===== src/gpp_pkg.sv =====
package gpp_pkg;

    // Port geometry
    localparam int unsigned NUM_PINS       = 26;
    localparam int unsigned NUM_TMR_CLK    = 3;
    localparam int unsigned ADDR_W         = 8;
    localparam int unsigned DATA_W         = 32;

    // Timing: clock period in picoseconds, latencies and hold in system clock cycles
    localparam int unsigned CLK_PERIOD_PS  = 4000;
    localparam int unsigned OUT_MIN_CYC    = 3;
    localparam int unsigned DIN_LAT_CYC    = 5;
    localparam int unsigned FLAG_LAT_CYC   = 7;
    localparam int unsigned IRQ_LAT_CYC    = 8;
    localparam int unsigned HOLD_CNT_W     = 2;
    localparam logic [HOLD_CNT_W-1:0] HOLD_RELOAD = HOLD_CNT_W'(OUT_MIN_CYC - 1);

    // Register byte addresses
    localparam logic [ADDR_W-1:0] REG_DIR      = 8'h00;
    localparam logic [ADDR_W-1:0] REG_DOUT     = 8'h04;
    localparam logic [ADDR_W-1:0] REG_DIN      = 8'h08;
    localparam logic [ADDR_W-1:0] REG_PD_DIS   = 8'h0C;
    localparam logic [ADDR_W-1:0] REG_EDGE_SEL = 8'h10;
    localparam logic [ADDR_W-1:0] REG_FLAG     = 8'h14;
    localparam logic [ADDR_W-1:0] REG_FLAG_CLR = 8'h18;
    localparam logic [ADDR_W-1:0] REG_INT_EN   = 8'h1C;
    localparam logic [ADDR_W-1:0] REG_DED_OUT  = 8'h20;
    localparam logic [ADDR_W-1:0] REG_MUX_SEL  = 8'h24;

    // Reset values
    localparam logic [NUM_PINS-1:0] DIR_RST      = 26'h0000000;
    localparam logic [NUM_PINS-1:0] DOUT_RST     = 26'h0000000;
    localparam logic [NUM_PINS-1:0] PD_DIS_RST   = 26'h0000000;
    localparam logic [NUM_PINS-1:0] EDGE_SEL_RST = 26'h0000000;
    localparam logic [NUM_PINS-1:0] INT_EN_RST   = 26'h0000000;
    localparam logic [NUM_PINS-1:0] MUX_SEL_RST  = 26'h0000000;
    localparam logic                DED_OUT_RST  = 1'b0;
    localparam int unsigned         DED_OUT_BIT  = 0;

    // Pins whose input level feeds each timer clock
    localparam int unsigned TMR_PIN0 = 0;
    localparam int unsigned TMR_PIN1 = 1;
    localparam int unsigned TMR_PIN2 = 2;

endpackage : gpp_pkg


===== src/gpp_hold.sv =====
`timescale 1ns/10ps
// Output pacer: once the level changes, it holds for a fixed number of cycles
module gpp_hold
    import gpp_pkg::*;
(
    // Clock and reset
    input  wire logic core_clk_i,
    input  wire logic nrst_i,
    // Requested and paced level
    input  wire logic req_i,
    output logic      lvl_o
);

    logic [HOLD_CNT_W-1:0] cnt;

    always_ff @(posedge core_clk_i or negedge nrst_i) begin
        if (!nrst_i) begin
            lvl_o <= 1'b0;
            cnt   <= '0;
        end else if (cnt != '0) begin
            cnt <= cnt - HOLD_CNT_W'(1);
        end else if (req_i != lvl_o) begin
            lvl_o <= req_i;
            cnt   <= HOLD_RELOAD;
        end
    end

endmodule : gpp_hold


===== src/gpp_port.sv =====
// The address-and-strobe port and the address map were left to the implementer.
`timescale 1ns/10ps
// Behaviour
// - Software sets each pin as input or output.
// - An output pin drives the last value software wrote.
// - Reading the input register returns the pin's present level.
// - Twenty-six two-way pins plus one dedicated output.
// - Each pin has a pulldown software can disable per pin.
// - Each pin can raise an edge interrupt, rising or falling per pin.
// - Every level the port itself drives lasts at least three clock periods; peripheral-owned pins pass unpaced.
// - Pin change seen in input 5, flag 7, interrupt 8 cycles.
// - Selected pin input levels are routed out as timer clocks.
// - A multiplex selection decides whether the port or a peripheral owns a pin.
module gpp_port
    import gpp_pkg::*;
(
    // Clock and reset
    input  wire logic                core_clk_i,
    input  wire logic                nrst_i,
    // Register port
    input  wire logic [ADDR_W-1:0]   addr_i,
    input  wire logic [DATA_W-1:0]   wr_data_i,
    input  wire logic                wr_i,
    input  wire logic                rd_i,
    output logic      [DATA_W-1:0]   rd_data_o,
    // Interrupt
    output logic                     irq_o,
    // General-purpose pins
    input  wire logic [NUM_PINS-1:0] gen_pin_n_i,
    output logic      [NUM_PINS-1:0] gen_pin_n_o,
    output logic      [NUM_PINS-1:0] gen_pin_n_oe_o,
    output logic      [NUM_PINS-1:0] pin_pulldown_en_o,
    // Dedicated output
    output logic                     dedicated_flag_output_o,
    // Shared peripheral functions
    input  wire logic [NUM_PINS-1:0] periph_out_i,
    input  wire logic [NUM_PINS-1:0] periph_oe_i,
    output logic      [NUM_PINS-1:0] periph_in_o,
    // Timer clock sources
    output logic      [NUM_TMR_CLK-1:0] timer_clk_o
);

    function automatic logic [DATA_W-1:0] ext32(input logic [NUM_PINS-1:0] v);
        ext32 = {{(DATA_W - NUM_PINS){1'b0}}, v};
    endfunction : ext32

    function automatic logic hit(input logic [ADDR_W-1:0] a, input logic [ADDR_W-1:0] r);
        hit = (a == r);
    endfunction : hit

    // Shared select: a set bit hands the pin to the peripheral
    function automatic logic [NUM_PINS-1:0] pin_pick(input logic [NUM_PINS-1:0] sel,
                                                      input logic [NUM_PINS-1:0] per,
                                                      input logic [NUM_PINS-1:0] own);
        pin_pick = (sel & per) | (~sel & own);
    endfunction : pin_pick

    // Software state
    logic [NUM_PINS-1:0] dir;
    logic [NUM_PINS-1:0] dout;
    logic [NUM_PINS-1:0] pd_dis;
    logic [NUM_PINS-1:0] edge_sel;
    logic [NUM_PINS-1:0] int_en;
    logic [NUM_PINS-1:0] mux_sel;
    logic                ded_out;

    // Input path
    logic [NUM_PINS-1:0] sync_a;
    logic [NUM_PINS-1:0] sync_b;
    logic [NUM_PINS-1:0] din;
    logic [NUM_PINS-1:0] prev;
    logic [NUM_PINS-1:0] edge_hit;
    logic [NUM_PINS-1:0] flag;
    logic [NUM_PINS-1:0] flag_clr;

    // Paced output levels
    logic [NUM_PINS-1:0] paced;
    logic                ded_paced;

    // Read path
    logic [DATA_W-1:0]   next_rd_data;

    // Writes
    always_ff @(posedge core_clk_i or negedge nrst_i) begin
        if (!nrst_i) begin
            dir <= DIR_RST;
        end else if (wr_i && hit(addr_i, REG_DIR)) begin
            dir <= wr_data_i[NUM_PINS-1:0];
        end
    end

    always_ff @(posedge core_clk_i or negedge nrst_i) begin
        if (!nrst_i) begin
            dout <= DOUT_RST;
        end else if (wr_i && hit(addr_i, REG_DOUT)) begin
            dout <= wr_data_i[NUM_PINS-1:0];
        end
    end

    always_ff @(posedge core_clk_i or negedge nrst_i) begin
        if (!nrst_i) begin
            pd_dis <= PD_DIS_RST;
        end else if (wr_i && hit(addr_i, REG_PD_DIS)) begin
            pd_dis <= wr_data_i[NUM_PINS-1:0];
        end
    end

    always_ff @(posedge core_clk_i or negedge nrst_i) begin
        if (!nrst_i) begin
            edge_sel <= EDGE_SEL_RST;
        end else if (wr_i && hit(addr_i, REG_EDGE_SEL)) begin
            edge_sel <= wr_data_i[NUM_PINS-1:0];
        end
    end

    always_ff @(posedge core_clk_i or negedge nrst_i) begin
        if (!nrst_i) begin
            int_en <= INT_EN_RST;
        end else if (wr_i && hit(addr_i, REG_INT_EN)) begin
            int_en <= wr_data_i[NUM_PINS-1:0];
        end
    end

    always_ff @(posedge core_clk_i or negedge nrst_i) begin
        if (!nrst_i) begin
            mux_sel <= MUX_SEL_RST;
        end else if (wr_i && hit(addr_i, REG_MUX_SEL)) begin
            mux_sel <= wr_data_i[NUM_PINS-1:0];
        end
    end

    always_ff @(posedge core_clk_i or negedge nrst_i) begin
        if (!nrst_i) begin
            ded_out <= DED_OUT_RST;
        end else if (wr_i && hit(addr_i, REG_DED_OUT)) begin
            ded_out <= wr_data_i[DED_OUT_BIT];
        end
    end

    // Clear strobe from the write-only clear register
    always_comb begin
        flag_clr = '0;
        if (wr_i && hit(addr_i, REG_FLAG_CLR)) begin
            flag_clr = wr_data_i[NUM_PINS-1:0];
        end
    end

    // Input synchroniser; first stage read only by the second
    always_ff @(posedge core_clk_i or negedge nrst_i) begin
        if (!nrst_i) begin
            sync_a <= '0;
        end else begin
            sync_a <= gen_pin_n_i;
        end
    end

    always_ff @(posedge core_clk_i or negedge nrst_i) begin
        if (!nrst_i) begin
            sync_b <= '0;
        end else begin
            sync_b <= sync_a;
        end
    end

    // Readable input level, three edges behind the pin
    always_ff @(posedge core_clk_i or negedge nrst_i) begin
        if (!nrst_i) begin
            din <= '0;
        end else begin
            din <= sync_b;
        end
    end

    // Edge history; one cycle behind the second stage so each edge shows once
    always_ff @(posedge core_clk_i or negedge nrst_i) begin
        if (!nrst_i) begin
            prev <= '0;
        end else begin
            prev <= sync_b;
        end
    end

    // Rising edge when select is 0, falling when 1
    always_comb begin
        edge_hit = (sync_b & ~prev & ~edge_sel) | (~sync_b & prev & edge_sel);
    end

    // Sticky flags; a new edge wins over a clear in the same cycle
    always_ff @(posedge core_clk_i or negedge nrst_i) begin
        if (!nrst_i) begin
            flag <= '0;
        end else begin
            flag <= (flag & ~flag_clr) | edge_hit;
        end
    end

    // Registered so a clear in flight never glitches the line
    always_ff @(posedge core_clk_i or negedge nrst_i) begin
        if (!nrst_i) begin
            irq_o <= 1'b0;
        end else begin
            irq_o <= |(flag & int_en);
        end
    end

    // Output pacing, one pacer per pin plus the dedicated line
    for (genvar g = 0; g < NUM_PINS; g++) begin : g_pace
        gpp_hold u_hold (
            .core_clk_i (core_clk_i),
            .nrst_i     (nrst_i),
            .req_i      (dout[g]),
            .lvl_o      (paced[g])
        );
    end

    gpp_hold u_ded_hold (
        .core_clk_i (core_clk_i),
        .nrst_i     (nrst_i),
        .req_i      (ded_out),
        .lvl_o      (ded_paced)
    );

    // Pin drivers; a peripheral owns a pin when its select bit is set
    always_ff @(posedge core_clk_i or negedge nrst_i) begin
        if (!nrst_i) begin
            gen_pin_n_o <= '0;
        end else begin
            gen_pin_n_o <= pin_pick(mux_sel, periph_out_i, paced);
        end
    end

    // Driven only while the direction bit, or the owning peripheral, asks
    always_ff @(posedge core_clk_i or negedge nrst_i) begin
        if (!nrst_i) begin
            gen_pin_n_oe_o <= '0;
        end else begin
            gen_pin_n_oe_o <= pin_pick(mux_sel, periph_oe_i, dir);
        end
    end

    always_ff @(posedge core_clk_i or negedge nrst_i) begin
        if (!nrst_i) begin
            dedicated_flag_output_o <= DED_OUT_RST;
        end else begin
            dedicated_flag_output_o <= ded_paced;
        end
    end

    // Pulldowns stay on through reset so undriven pins read low
    always_ff @(posedge core_clk_i or negedge nrst_i) begin
        if (!nrst_i) begin
            pin_pulldown_en_o <= '1;
        end else begin
            pin_pulldown_en_o <= ~pd_dis;
        end
    end

    // Synchronised levels to peripherals and timers
    always_ff @(posedge core_clk_i or negedge nrst_i) begin
        if (!nrst_i) begin
            periph_in_o <= '0;
        end else begin
            periph_in_o <= sync_b & mux_sel;
        end
    end

    always_ff @(posedge core_clk_i or negedge nrst_i) begin
        if (!nrst_i) begin
            timer_clk_o <= '0;
        end else begin
            timer_clk_o <= {sync_b[TMR_PIN2], sync_b[TMR_PIN1], sync_b[TMR_PIN0]};
        end
    end

    // Read data, valid the cycle after the strobe only
    // Write-only clear register and holes fall to zero
    always_comb begin
        next_rd_data = '0;
        if (rd_i) begin
            unique case (addr_i)
                REG_DIR:      next_rd_data = ext32(dir);
                REG_DOUT:     next_rd_data = ext32(dout);
                REG_DIN:      next_rd_data = ext32(din);
                REG_PD_DIS:   next_rd_data = ext32(pd_dis);
                REG_EDGE_SEL: next_rd_data = ext32(edge_sel);
                REG_FLAG:     next_rd_data = ext32(flag);
                REG_INT_EN:   next_rd_data = ext32(int_en);
                REG_MUX_SEL:  next_rd_data = ext32(mux_sel);
                REG_DED_OUT:  next_rd_data = {{(DATA_W - 1){1'b0}}, ded_out};
                default:      next_rd_data = '0;
            endcase
        end
    end

    always_ff @(posedge core_clk_i or negedge nrst_i) begin
        if (!nrst_i) begin
            rd_data_o <= '0;
        end else begin
            rd_data_o <= next_rd_data;
        end
    end

endmodule : gpp_port


===== config.mk =====
export PLATFORM = sky130hd
export DESIGN_NAME = gpp_port
export DESIGN_NICKNAME = d
export VERILOG_FILES = /design/src/gpp_pkg.sv /design/src/gpp_hold.sv /design/src/gpp_port.sv
export SDC_FILE = /design/constraint.sdc
export NUM_CORES = 1
export LEC_CHECK = 0
export BUFFER_PORTS_ARGS = -buffer_cell sky130_fd_sc_hd__buf_4
export CELL_PAD_IN_SITES_DETAIL_PLACEMENT = 0
export CELL_PAD_IN_SITES_GLOBAL_PLACEMENT = 1
export CORE_UTILIZATION = 35
export DETAILED_ROUTE_END_ITERATION = 10
export PLACE_DENSITY = 0.59
export SYNTH_ARGS = -nofsm -noshare
export SYNTH_HDL_FRONTEND = slang
export SYNTH_HIERARCHICAL = 1
export SYNTH_SLANG_ARGS = --single-unit

===== constraint.sdc =====
create_clock -name core_clk_i -period 2.02 [get_ports core_clk_i]
set_input_delay 0.505 -clock core_clk_i [delete_from_list [all_inputs] [get_ports core_clk_i]]
set_output_delay 0.505 -clock core_clk_i [all_outputs]
set_load 0.02 [all_outputs]

Word-level counts from Yosys, hierarchy flattened. Cells that the tools add are included.

Input bits: 122. Output and inout port bits: 141. Logic and storage cells: 332. Bits in registers: 483.

Bitwise logic cells: 48. Add/sub/neg operators: 27. Reductions and logical operators: 91. Equal/unequal tests: 36. Multiplexer cells: 57.

Operator list (number): 26-bit AND (11); 26-bit case mux with 9 select lines (1); 26-bit NOT (6); 2-bit 2-to-1 mux (54); 2-bit nonzero test (54); 26-bit OR (4); 2-bit AND reduction (27); 2-bit by 1-bit subtractor with 2-bit output, second input constant (27); 8-bit by 5-bit equality test with 1-bit output, second input constant (4); 32-bit 2-to-1 mux (1); 1-bit inequality test (27); 1-bit NOT (27); 26-bit 2-to-1 mux (1); 26-bit OR reduction (1); 8-bit by 4-bit equality test with 1-bit output, second input constant (2); 8-bit by 6-bit equality test with 1-bit output, second input constant (2); 8-bit by 3-bit equality test with 1-bit output, second input constant (1); 1-bit logical AND (8); 8-bit zero test (1).

Logic depth before layout (Yosys ltp). Gate-level depths: netlist of the first run.

Depth after elaboration: 6. Gate-level depth with buffers: 7. Depth with buffers taken out: 4.

By module. The synthesis of the first run kept the hierarchy.

Modules (own cells, without submodules): gpp_port (sequential area each 9867.0 um^2, area an instance 16090.4 um^2, instances 1, cells each 1128); gpp_hold (sequential area each 75.1 um^2, area an instance 156.4 um^2, instances 27, cells each 12).

Worst setup path before layout of the first run. No wires, ideal clock.

Kind: input -> register. Start: input port addr_i[4]. End: register mux_sel[10]. Library setup time: 125 ps. Data arrival time: 1955 ps. Data required time: 1895 ps. Path slack: -60 ps. Stages: 7. Buffers on the path: 3. Cells stage by stage: buf_4 > nor4b_4 > and2_1 > buf_4 > nand2_4 > buf_6 > mux2_4.

Longest elaborated chain between the ends: 2.

RTL lines: start: declaration (line gpp_port.sv:21) `input wire logic [ADDR_W-1:0] addr_i,`; 8-bit by 6-bit equality test with 1-bit output (line gpp_port.sv:48) `hit = (a == r);`; 1-bit logical AND (line gpp_port.sv:127) `end else if (wr_i && hit(addr_i, REG_MUX_SEL)) begin`; end signal: assignment (line gpp_port.sv:128) `mux_sel <= wr_data_i[NUM_PINS-1:0];`; end: declaration (line gpp_port.sv:64) `logic [NUM_PINS-1:0] mux_sel;`.

No other way between the ends. A chain may end at the register's enable or synchronous reset.

Worst setup path in the final report of the first run.
Start: register pin_pulldown_en_o[24]. End: output port pin_pulldown_en_o[24].

RTL lines: start: declaration (line gpp_port.sv:32) `output logic [NUM_PINS-1:0] pin_pulldown_en_o,`; start signal: assignment (line gpp_port.sv:254) `pin_pulldown_en_o <= ~pd_dis;`.

No word-level cell between the ends.

==> results of run 1 <==
[logic make-up after synthesis]
| group | count (synthesis) |
|---|---|
| compound gates | 203 |
| xor+xnor | 27 |
| fa+ha+maj | 54 |
| buf+inv | 144 |
| flops | 474 |
| mux | 311 |
| other cells | 1 |
| simple gates | 238 |
[path summary, 6_finish.rpt]
path	startpoint	end
min	periph_oe_i[6]	gen_pin_n_oe_o[6]
max reg2reg	flag[10]	rd_data_o[10]
max	pin_pulldown_en_o[24]	pin_pulldown_en_o[24]
min in group asynchronous	nrst_i	periph_in_o[22]
max in group asynchronous	nrst_i	pin_pulldown_en_o[9]
min reg2reg	sync_a[7]	sync_b[7]
[area by class of cell]
cell class	instances	area [um2]	share of cell area, %
Sequential cell	474	11900	45.7
Multi-Input combinational cell	839	7730	29.7
Timing Repair Buffer	386	3340	12.8
Clock buffer	81	1580	6.08
Tap cell	756	946	3.63
Inverter	83	312	1.20
Clock inverter	18	233	0.894
Antenna cell	1	2.50	0.00961
[flip-flops by register name (all words and copies together), names as in the netlist, 2 cells and up]
signal	count
g_pace.u_hold/cnt	52
gen_pin_n_oe_o	26
dir	26
rd_data_o	26
pin_pulldown_en_o	26
gen_pin_n_o	26
u_ded_hold/cnt	2
periph_in_o	26
flag	26
sync_b	26
g_pace.u_hold/lvl_o	26
prev	26
pd_dis	26
int_en	26
mux_sel	26
edge_sel	26
sync_a	26
dout	26
[metrics by stage]
stage | setup WS [ps] | total power [mW]
final | 253 | 26.2
after global routing | 216 | 27.5
after CTS | 209 | 26.5
after detailed placement | -193 | 16.4
after global placement | -163 | 16.1
after floorplan | -20.5 | 14.7
[placed cells by master (no fill, tap or decap), drive strengths merged, types with 4 or more instances in the layout]
cell type / netlist / layout
dfrtp: 448 / 448
nor2: 38 / 38
ha: 54 / 54
dlygate4sd3: 0 / 27
clkinv: 1 / 8
mux2i: 36 / 36
nor2b: 6 / 6
nor3: 4 / 4
a22oi: 28 / 28
a31oi: 14 / 14
a21o: 25 / 25
a22o: 37 / 37
mux2: 275 / 275
a21oi: 12 / 12
bufinv: 0 / 5
and2: 37 / 37
clkinvlp: 0 / 4
inv: 82 / 84
dfstp: 26 / 26
xnor2: 27 / 27
a222oi: 7 / 7
nand3: 7 / 7
a32oi: 17 / 17
buf: 47 / 359
conb: 1 / 6
a32o: 15 / 15
nand2: 126 / 126
nand4: 4 / 4
clkbuf: 14 / 81
o21ai: 39 / 39
nor4b: 4 / 4
[power groups by stage]
stage | Sequential, mW | Combinational, mW | Clock [mW]
3_3_place_gp | 11.4 | 4.62 | 0
4_1_cts | 11.3 | 4.93 | 10.3
5_1_grt | 11.5 | 5.38 | 10.6
2_1_floorplan | 11.5 | 3.23 | 0
6_report | 11.3 | 4.85 | 9.98
3_5_place_dp | 11.5 | 4.87 | 0
[layer usage]
metal	share of wire [%]	vias to the layer above	track usage, %	wire length [um]
li1	-	5868	-	-
met1	44	6441	25.2	24300
met3	4.7	77	3.11	2590
met2	49	295	31.4	26900
met4	2.2	0	5.40	1230
met5	0	-	0	0
[repair_timing]
action                     in CTS  in global routing
setup endpoints to repair       0                  0
hold endpoints to repair       44                  0
hold buffers                   27                  0
==> reports/qor.csv, run 1 <==
metric;value;unit
status;complete, no violations;
synthArstFlopShare;100;%
p_sw;6.88;mW
drt_iter0_markers;788;
io_buffer_count;250;
post_cts_buffers;0;
final_area;0.0260;mm2
r2r_setup_slack;560;ps
synth.top_cells.by_area;dfrtp_1 55%, mux2_4 11%, mux2_2 7.1%;
synth-adder-area-share;3.33;%
synth_top_area_share;55.2;%
arrival;1260;ps
fill_cells;5175;
start_util;35.7;%
routedWlPerCell;20.9;um
dr_total_vias;12700;
dr.pass1.iters;6;
drtAntennaViolNets;0;
rr_worst_depth;4;
ys_top_cells_by_count;448 x dfrtp_1, 147 x mux2_4, 128 x mux2_2;
nNetsFinal;2013;
power.density;1000;mW/mm2
crit_path_end_kind;output port;
dominantRegCellSynth;dfrtp_1;
drv_slew;0;
ys_ff_latch;474;
grt_max_degree;72;
power.leakage;12.8;nW
ys_warn_count;6;
slowest_delay;540;ps
final_cell_count_no_fill;2638;
dp_cells;2511;
synthMuxAreaShare;19.7;%
tritoncts;done;
syn_area;0.0203;mm2
grt_use_total;18.8;%
crit_chain;buf_4;
setup_violations;0;
p_int;19.3;mW
hold_violations;0;
fmax;566;MHz
path_depth;1;
pwr-share-clk;38.1;%
synth_cell_type_count;54;
synth_compound_area_share;7.45;%
grt.overflow.total;0;
die_h;243;um
yosysMostFrequentCell;dfrtp_1;
cp-start-kind;register;
synth_edf_count;0;
routed_wl;55.0;mm
holdPathStages;3;
cts_resized;0;
avgSynthCellArea;14.0;um2
worstPathRequired;1510;ps
gp_congestion;0.807;
synth_top_family_by_area;multiplexers;
chipWidth;243;um
clk_pin_slew_worst_paths;60;ps
fin_hold_ws;116;ps
cp_top_family;flip-flops;
period_needed;1770;ps
swShare;26.3;%
grt_pass1_vias;13400;
dp_hpwl;39.2;mm
worstSkewPairLatency;600;ps
drive_gt1_share;40.5;%
drc;0;
seqPwrFrac;43.3;%
io_pins;263;
max-vdd-ir-drop;0.000649;V
rsz0062_at_grt;no;
numCtsBuffers;53;
placed_cell_area;0.0239;mm2
fin_tns_setup;0;ps
ys_seq_area_share;58.6;%
viasPerCell;4.81;
core;0.0568;mm2
clk_path_buf_depth;3;
maxCapViolCount;0;
dieArea;0.0590;mm2
path_max_fanout;1;
critical_path.slowest_cell;dfstp_2;
synth_xor_area_share;1.16;%
netlist_instances;1452;
cts_sinks;474;
cts-htree-levels;2;
syn_to_final_growth;28.2;%
synthSimpleGateAreaFrac;6.16;%
grt_pass1_wl;83.6;mm
post-route-period-util;87.5;%
root_buffer;clkbuf_16;
combinationalPowerShare;18.5;%
min_path_type;input port to register;
utilization;45.8;%
critPathBufInv;1;
synth_top_area_cell;dfrtp_1;
rows;87;
fin_skew;16.9;ps
grt_antenna_before_repair;2;
path_class;register to output port;
Power figures use the tool's default switching activity.
==> run 2: changes to the inputs <==
--- a/config.mk
+++ b/config.mk
@@ -10,6 +10,7 @@
 export CELL_PAD_IN_SITES_GLOBAL_PLACEMENT = 1
 export CORE_UTILIZATION = 35
 export DETAILED_ROUTE_END_ITERATION = 10
+export MAX_ROUTING_LAYER = met4
 export PLACE_DENSITY = 0.59
 export SYNTH_ARGS = -nofsm -noshare
 export SYNTH_HDL_FRONTEND = slang
==> run 2 against run 1 <==
Effect of this change:
- design area unchanged
- flip-flop and latch count unchanged
- sequential power about the same
- worst hold slack about the same
- worst setup slack about the same
- register-to-register slack about the same
==> reports/qor.csv, run 2 (synthesis gave the netlist of run 1 again) <==
metric;value;unit;change
setup_violations;0;;unchanged
chipWidth;243;um;unchanged
hold_end;gen_pin_n_oe_o[6];;
largest_reg_flops;52;;unchanged
rr_worst_depth;4;;unchanged
grt_use_total;19.4;%;+0.57 points
clk_path_buf_depth;3;;unchanged
tritoncts;done;;
cts_sinks;474;;unchanged
cts-htree-levels;2;;unchanged
crit_path_end_kind;output port;;
cp_top_family;flip-flops;;
final_cell_count_no_fill;2638;;unchanged
dp_hpwl;39.2;mm;unchanged
r2r_setup_slack;560;ps;about the same
nNetsFinal;2013;;unchanged
grt_pass1_wl;83.6;mm;about the same
placed_cell_area;0.0239;mm2;unchanged
start_util;35.7;%;unchanged
syn_to_final_growth;28.2;%;unchanged
drive_gt1_share;40.5;%;unchanged
fill_cells;5175;;unchanged
power.density;1000;mW/mm2;about the same
status;complete, no violations;;
rsz0062_at_grt;no;;
dr.pass1.iters;6;;unchanged
io_buffer_count;250;;unchanged
min_from;periph_oe_i[6];;
grt_antenna_before_repair;2;;unchanged
hold_violations;0;;unchanged
drt_iter0_markers;797;;+1.1%
fmax;566;MHz;about the same
final_cell_mix;448 x dfrtp_1, 329 x buf_4, 147 x mux2_4, 128 x mux2_2, 123 x nand2_1;;
final_area;0.0260;mm2;unchanged
dr_total_vias;12700;;+0.35%
post_cts_buffers;0;;unchanged
drc;0;;unchanged
dieArea;0.0590;mm2;unchanged
grt.overflow.total;0;;unchanged
critPathBufInv;1;;unchanged
slowest_delay;540;ps;about the same
total_power;26.2;mW;about the same
numCtsBuffers;53;;unchanged
path_max_fanout;1;;unchanged
die_h;243;um;unchanged
startpoint;pin_pulldown_en_o[24];;
arrival;1260;ps;about the same
io_pins;263;;unchanged
holdPathStages;3;;unchanged
core;0.0568;mm2;unchanged
cp-start-kind;register;;
routed_wl;55.2;mm;+0.30%
viasPerCell;4.82;;+0.35%
mostFrequentLayoutCell;dfrtp_1;;
max-vdd-ir-drop;0.000649;V;about the same
rr_startpoint;flag[10];;
drv_slew;0;;unchanged
fin_skew;15.3;ps;-1.69 ps
largest_register;g_pace.u_hold/cnt;;
maxCapViolCount;0;;unchanged
grt_pass1_vias;13400;;-0.022%
dp_cells;2511;;unchanged
worstSkewPairLatency;600;ps;about the same
r2r-end;rd_data_o[10];;
gp_congestion;0.819;;+1.5%
period_needed;1770;ps;+0.310 ps
routedWlPerCell;20.9;um;+0.30%
crit_chain;buf_4;;
drtAntennaViolNets;0;;unchanged
worstPathRequired;1510;ps;about the same
rows;87;;unchanged
post-route-period-util;87.5;%;about the same
critical_path.slowest_cell;dfstp_2;;
path_class;register to output port;;
power.leakage;12.8;nW;unchanged
root_buffer;clkbuf_16;;
min_path_type;input port to register;;
grt_max_degree;72;;unchanged
clk_pin_slew_worst_paths;60;ps;about the same
==> run 2: through the flow <==
stage                     TNS [ps]  hold WS (ps)  util [%]  setup slack (ps)
final                            0           116      45.8               253
after CTS                        0          83.0      45.8               209
after global routing             0           113      45.8               216
after global placement       -6340           332      42.1              -163
after detailed placement     -8020           335      42.1              -193
after floorplan              -1130           209         -             -20.5
==> run 2: repair_timing <==
action,in CTS,in global routing
hold endpoints to repair,44,0
hold buffers,27,0
resized for setup,0,0
==> run 2: how the worst max path moves through the flow <==
stage                             to  depth (start not counted)
4_1_cts        pin_pulldown_en_o[24]                          1
3_3_place_gp           rd_data_o[10]                          7
3_5_place_dp           rd_data_o[10]                          7
6_report       pin_pulldown_en_o[24]                          1
2_1_floorplan            mux_sel[10]                          7
5_1_grt        pin_pulldown_en_o[11]                          1
==> run 2: worst register-to-register path: stages, from the launching register on <==
cell and delay, ps:
dfrtp_1 460, mux2_2 300, a32o_1 220, a22oi_1 200, a31oi_1 150
==> run 2: layout make-up <==
class | instances | area (um2) | share of cell area (%)
sequential | 474 | 11900 | 45.7
multi-input combinational | 839 | 7730 | 29.7
timing repair buffer | 386 | 3340 | 12.8
clock buffer | 81 | 1580 | 6.08
tap | 756 | 946 | 3.63
inverter | 83 | 312 | 1.20
clock inverter | 18 | 233 | 0.894
antenna | 1 | 2.50 | 0.00961
==> run 2: layer usage <==
metal,global-route usage (%),part of all wire [%]
met5,-,0
met4,5.40,2.3
met3,3.08,4.3
met2,31.4,49
met1,25.2,45
==> run 2: power by group <==
| part | leakage (nW) | switching [mW] | internal, mW |
|---|---|---|---|
| Combinational | 5.81 | 2.23 | 2.62 |
| Clock | 0.882 | 3.95 | 6.04 |
| Sequential | 6.06 | 0.714 | 10.6 |
| Total | 12.8 | 6.89 | 19.3 |
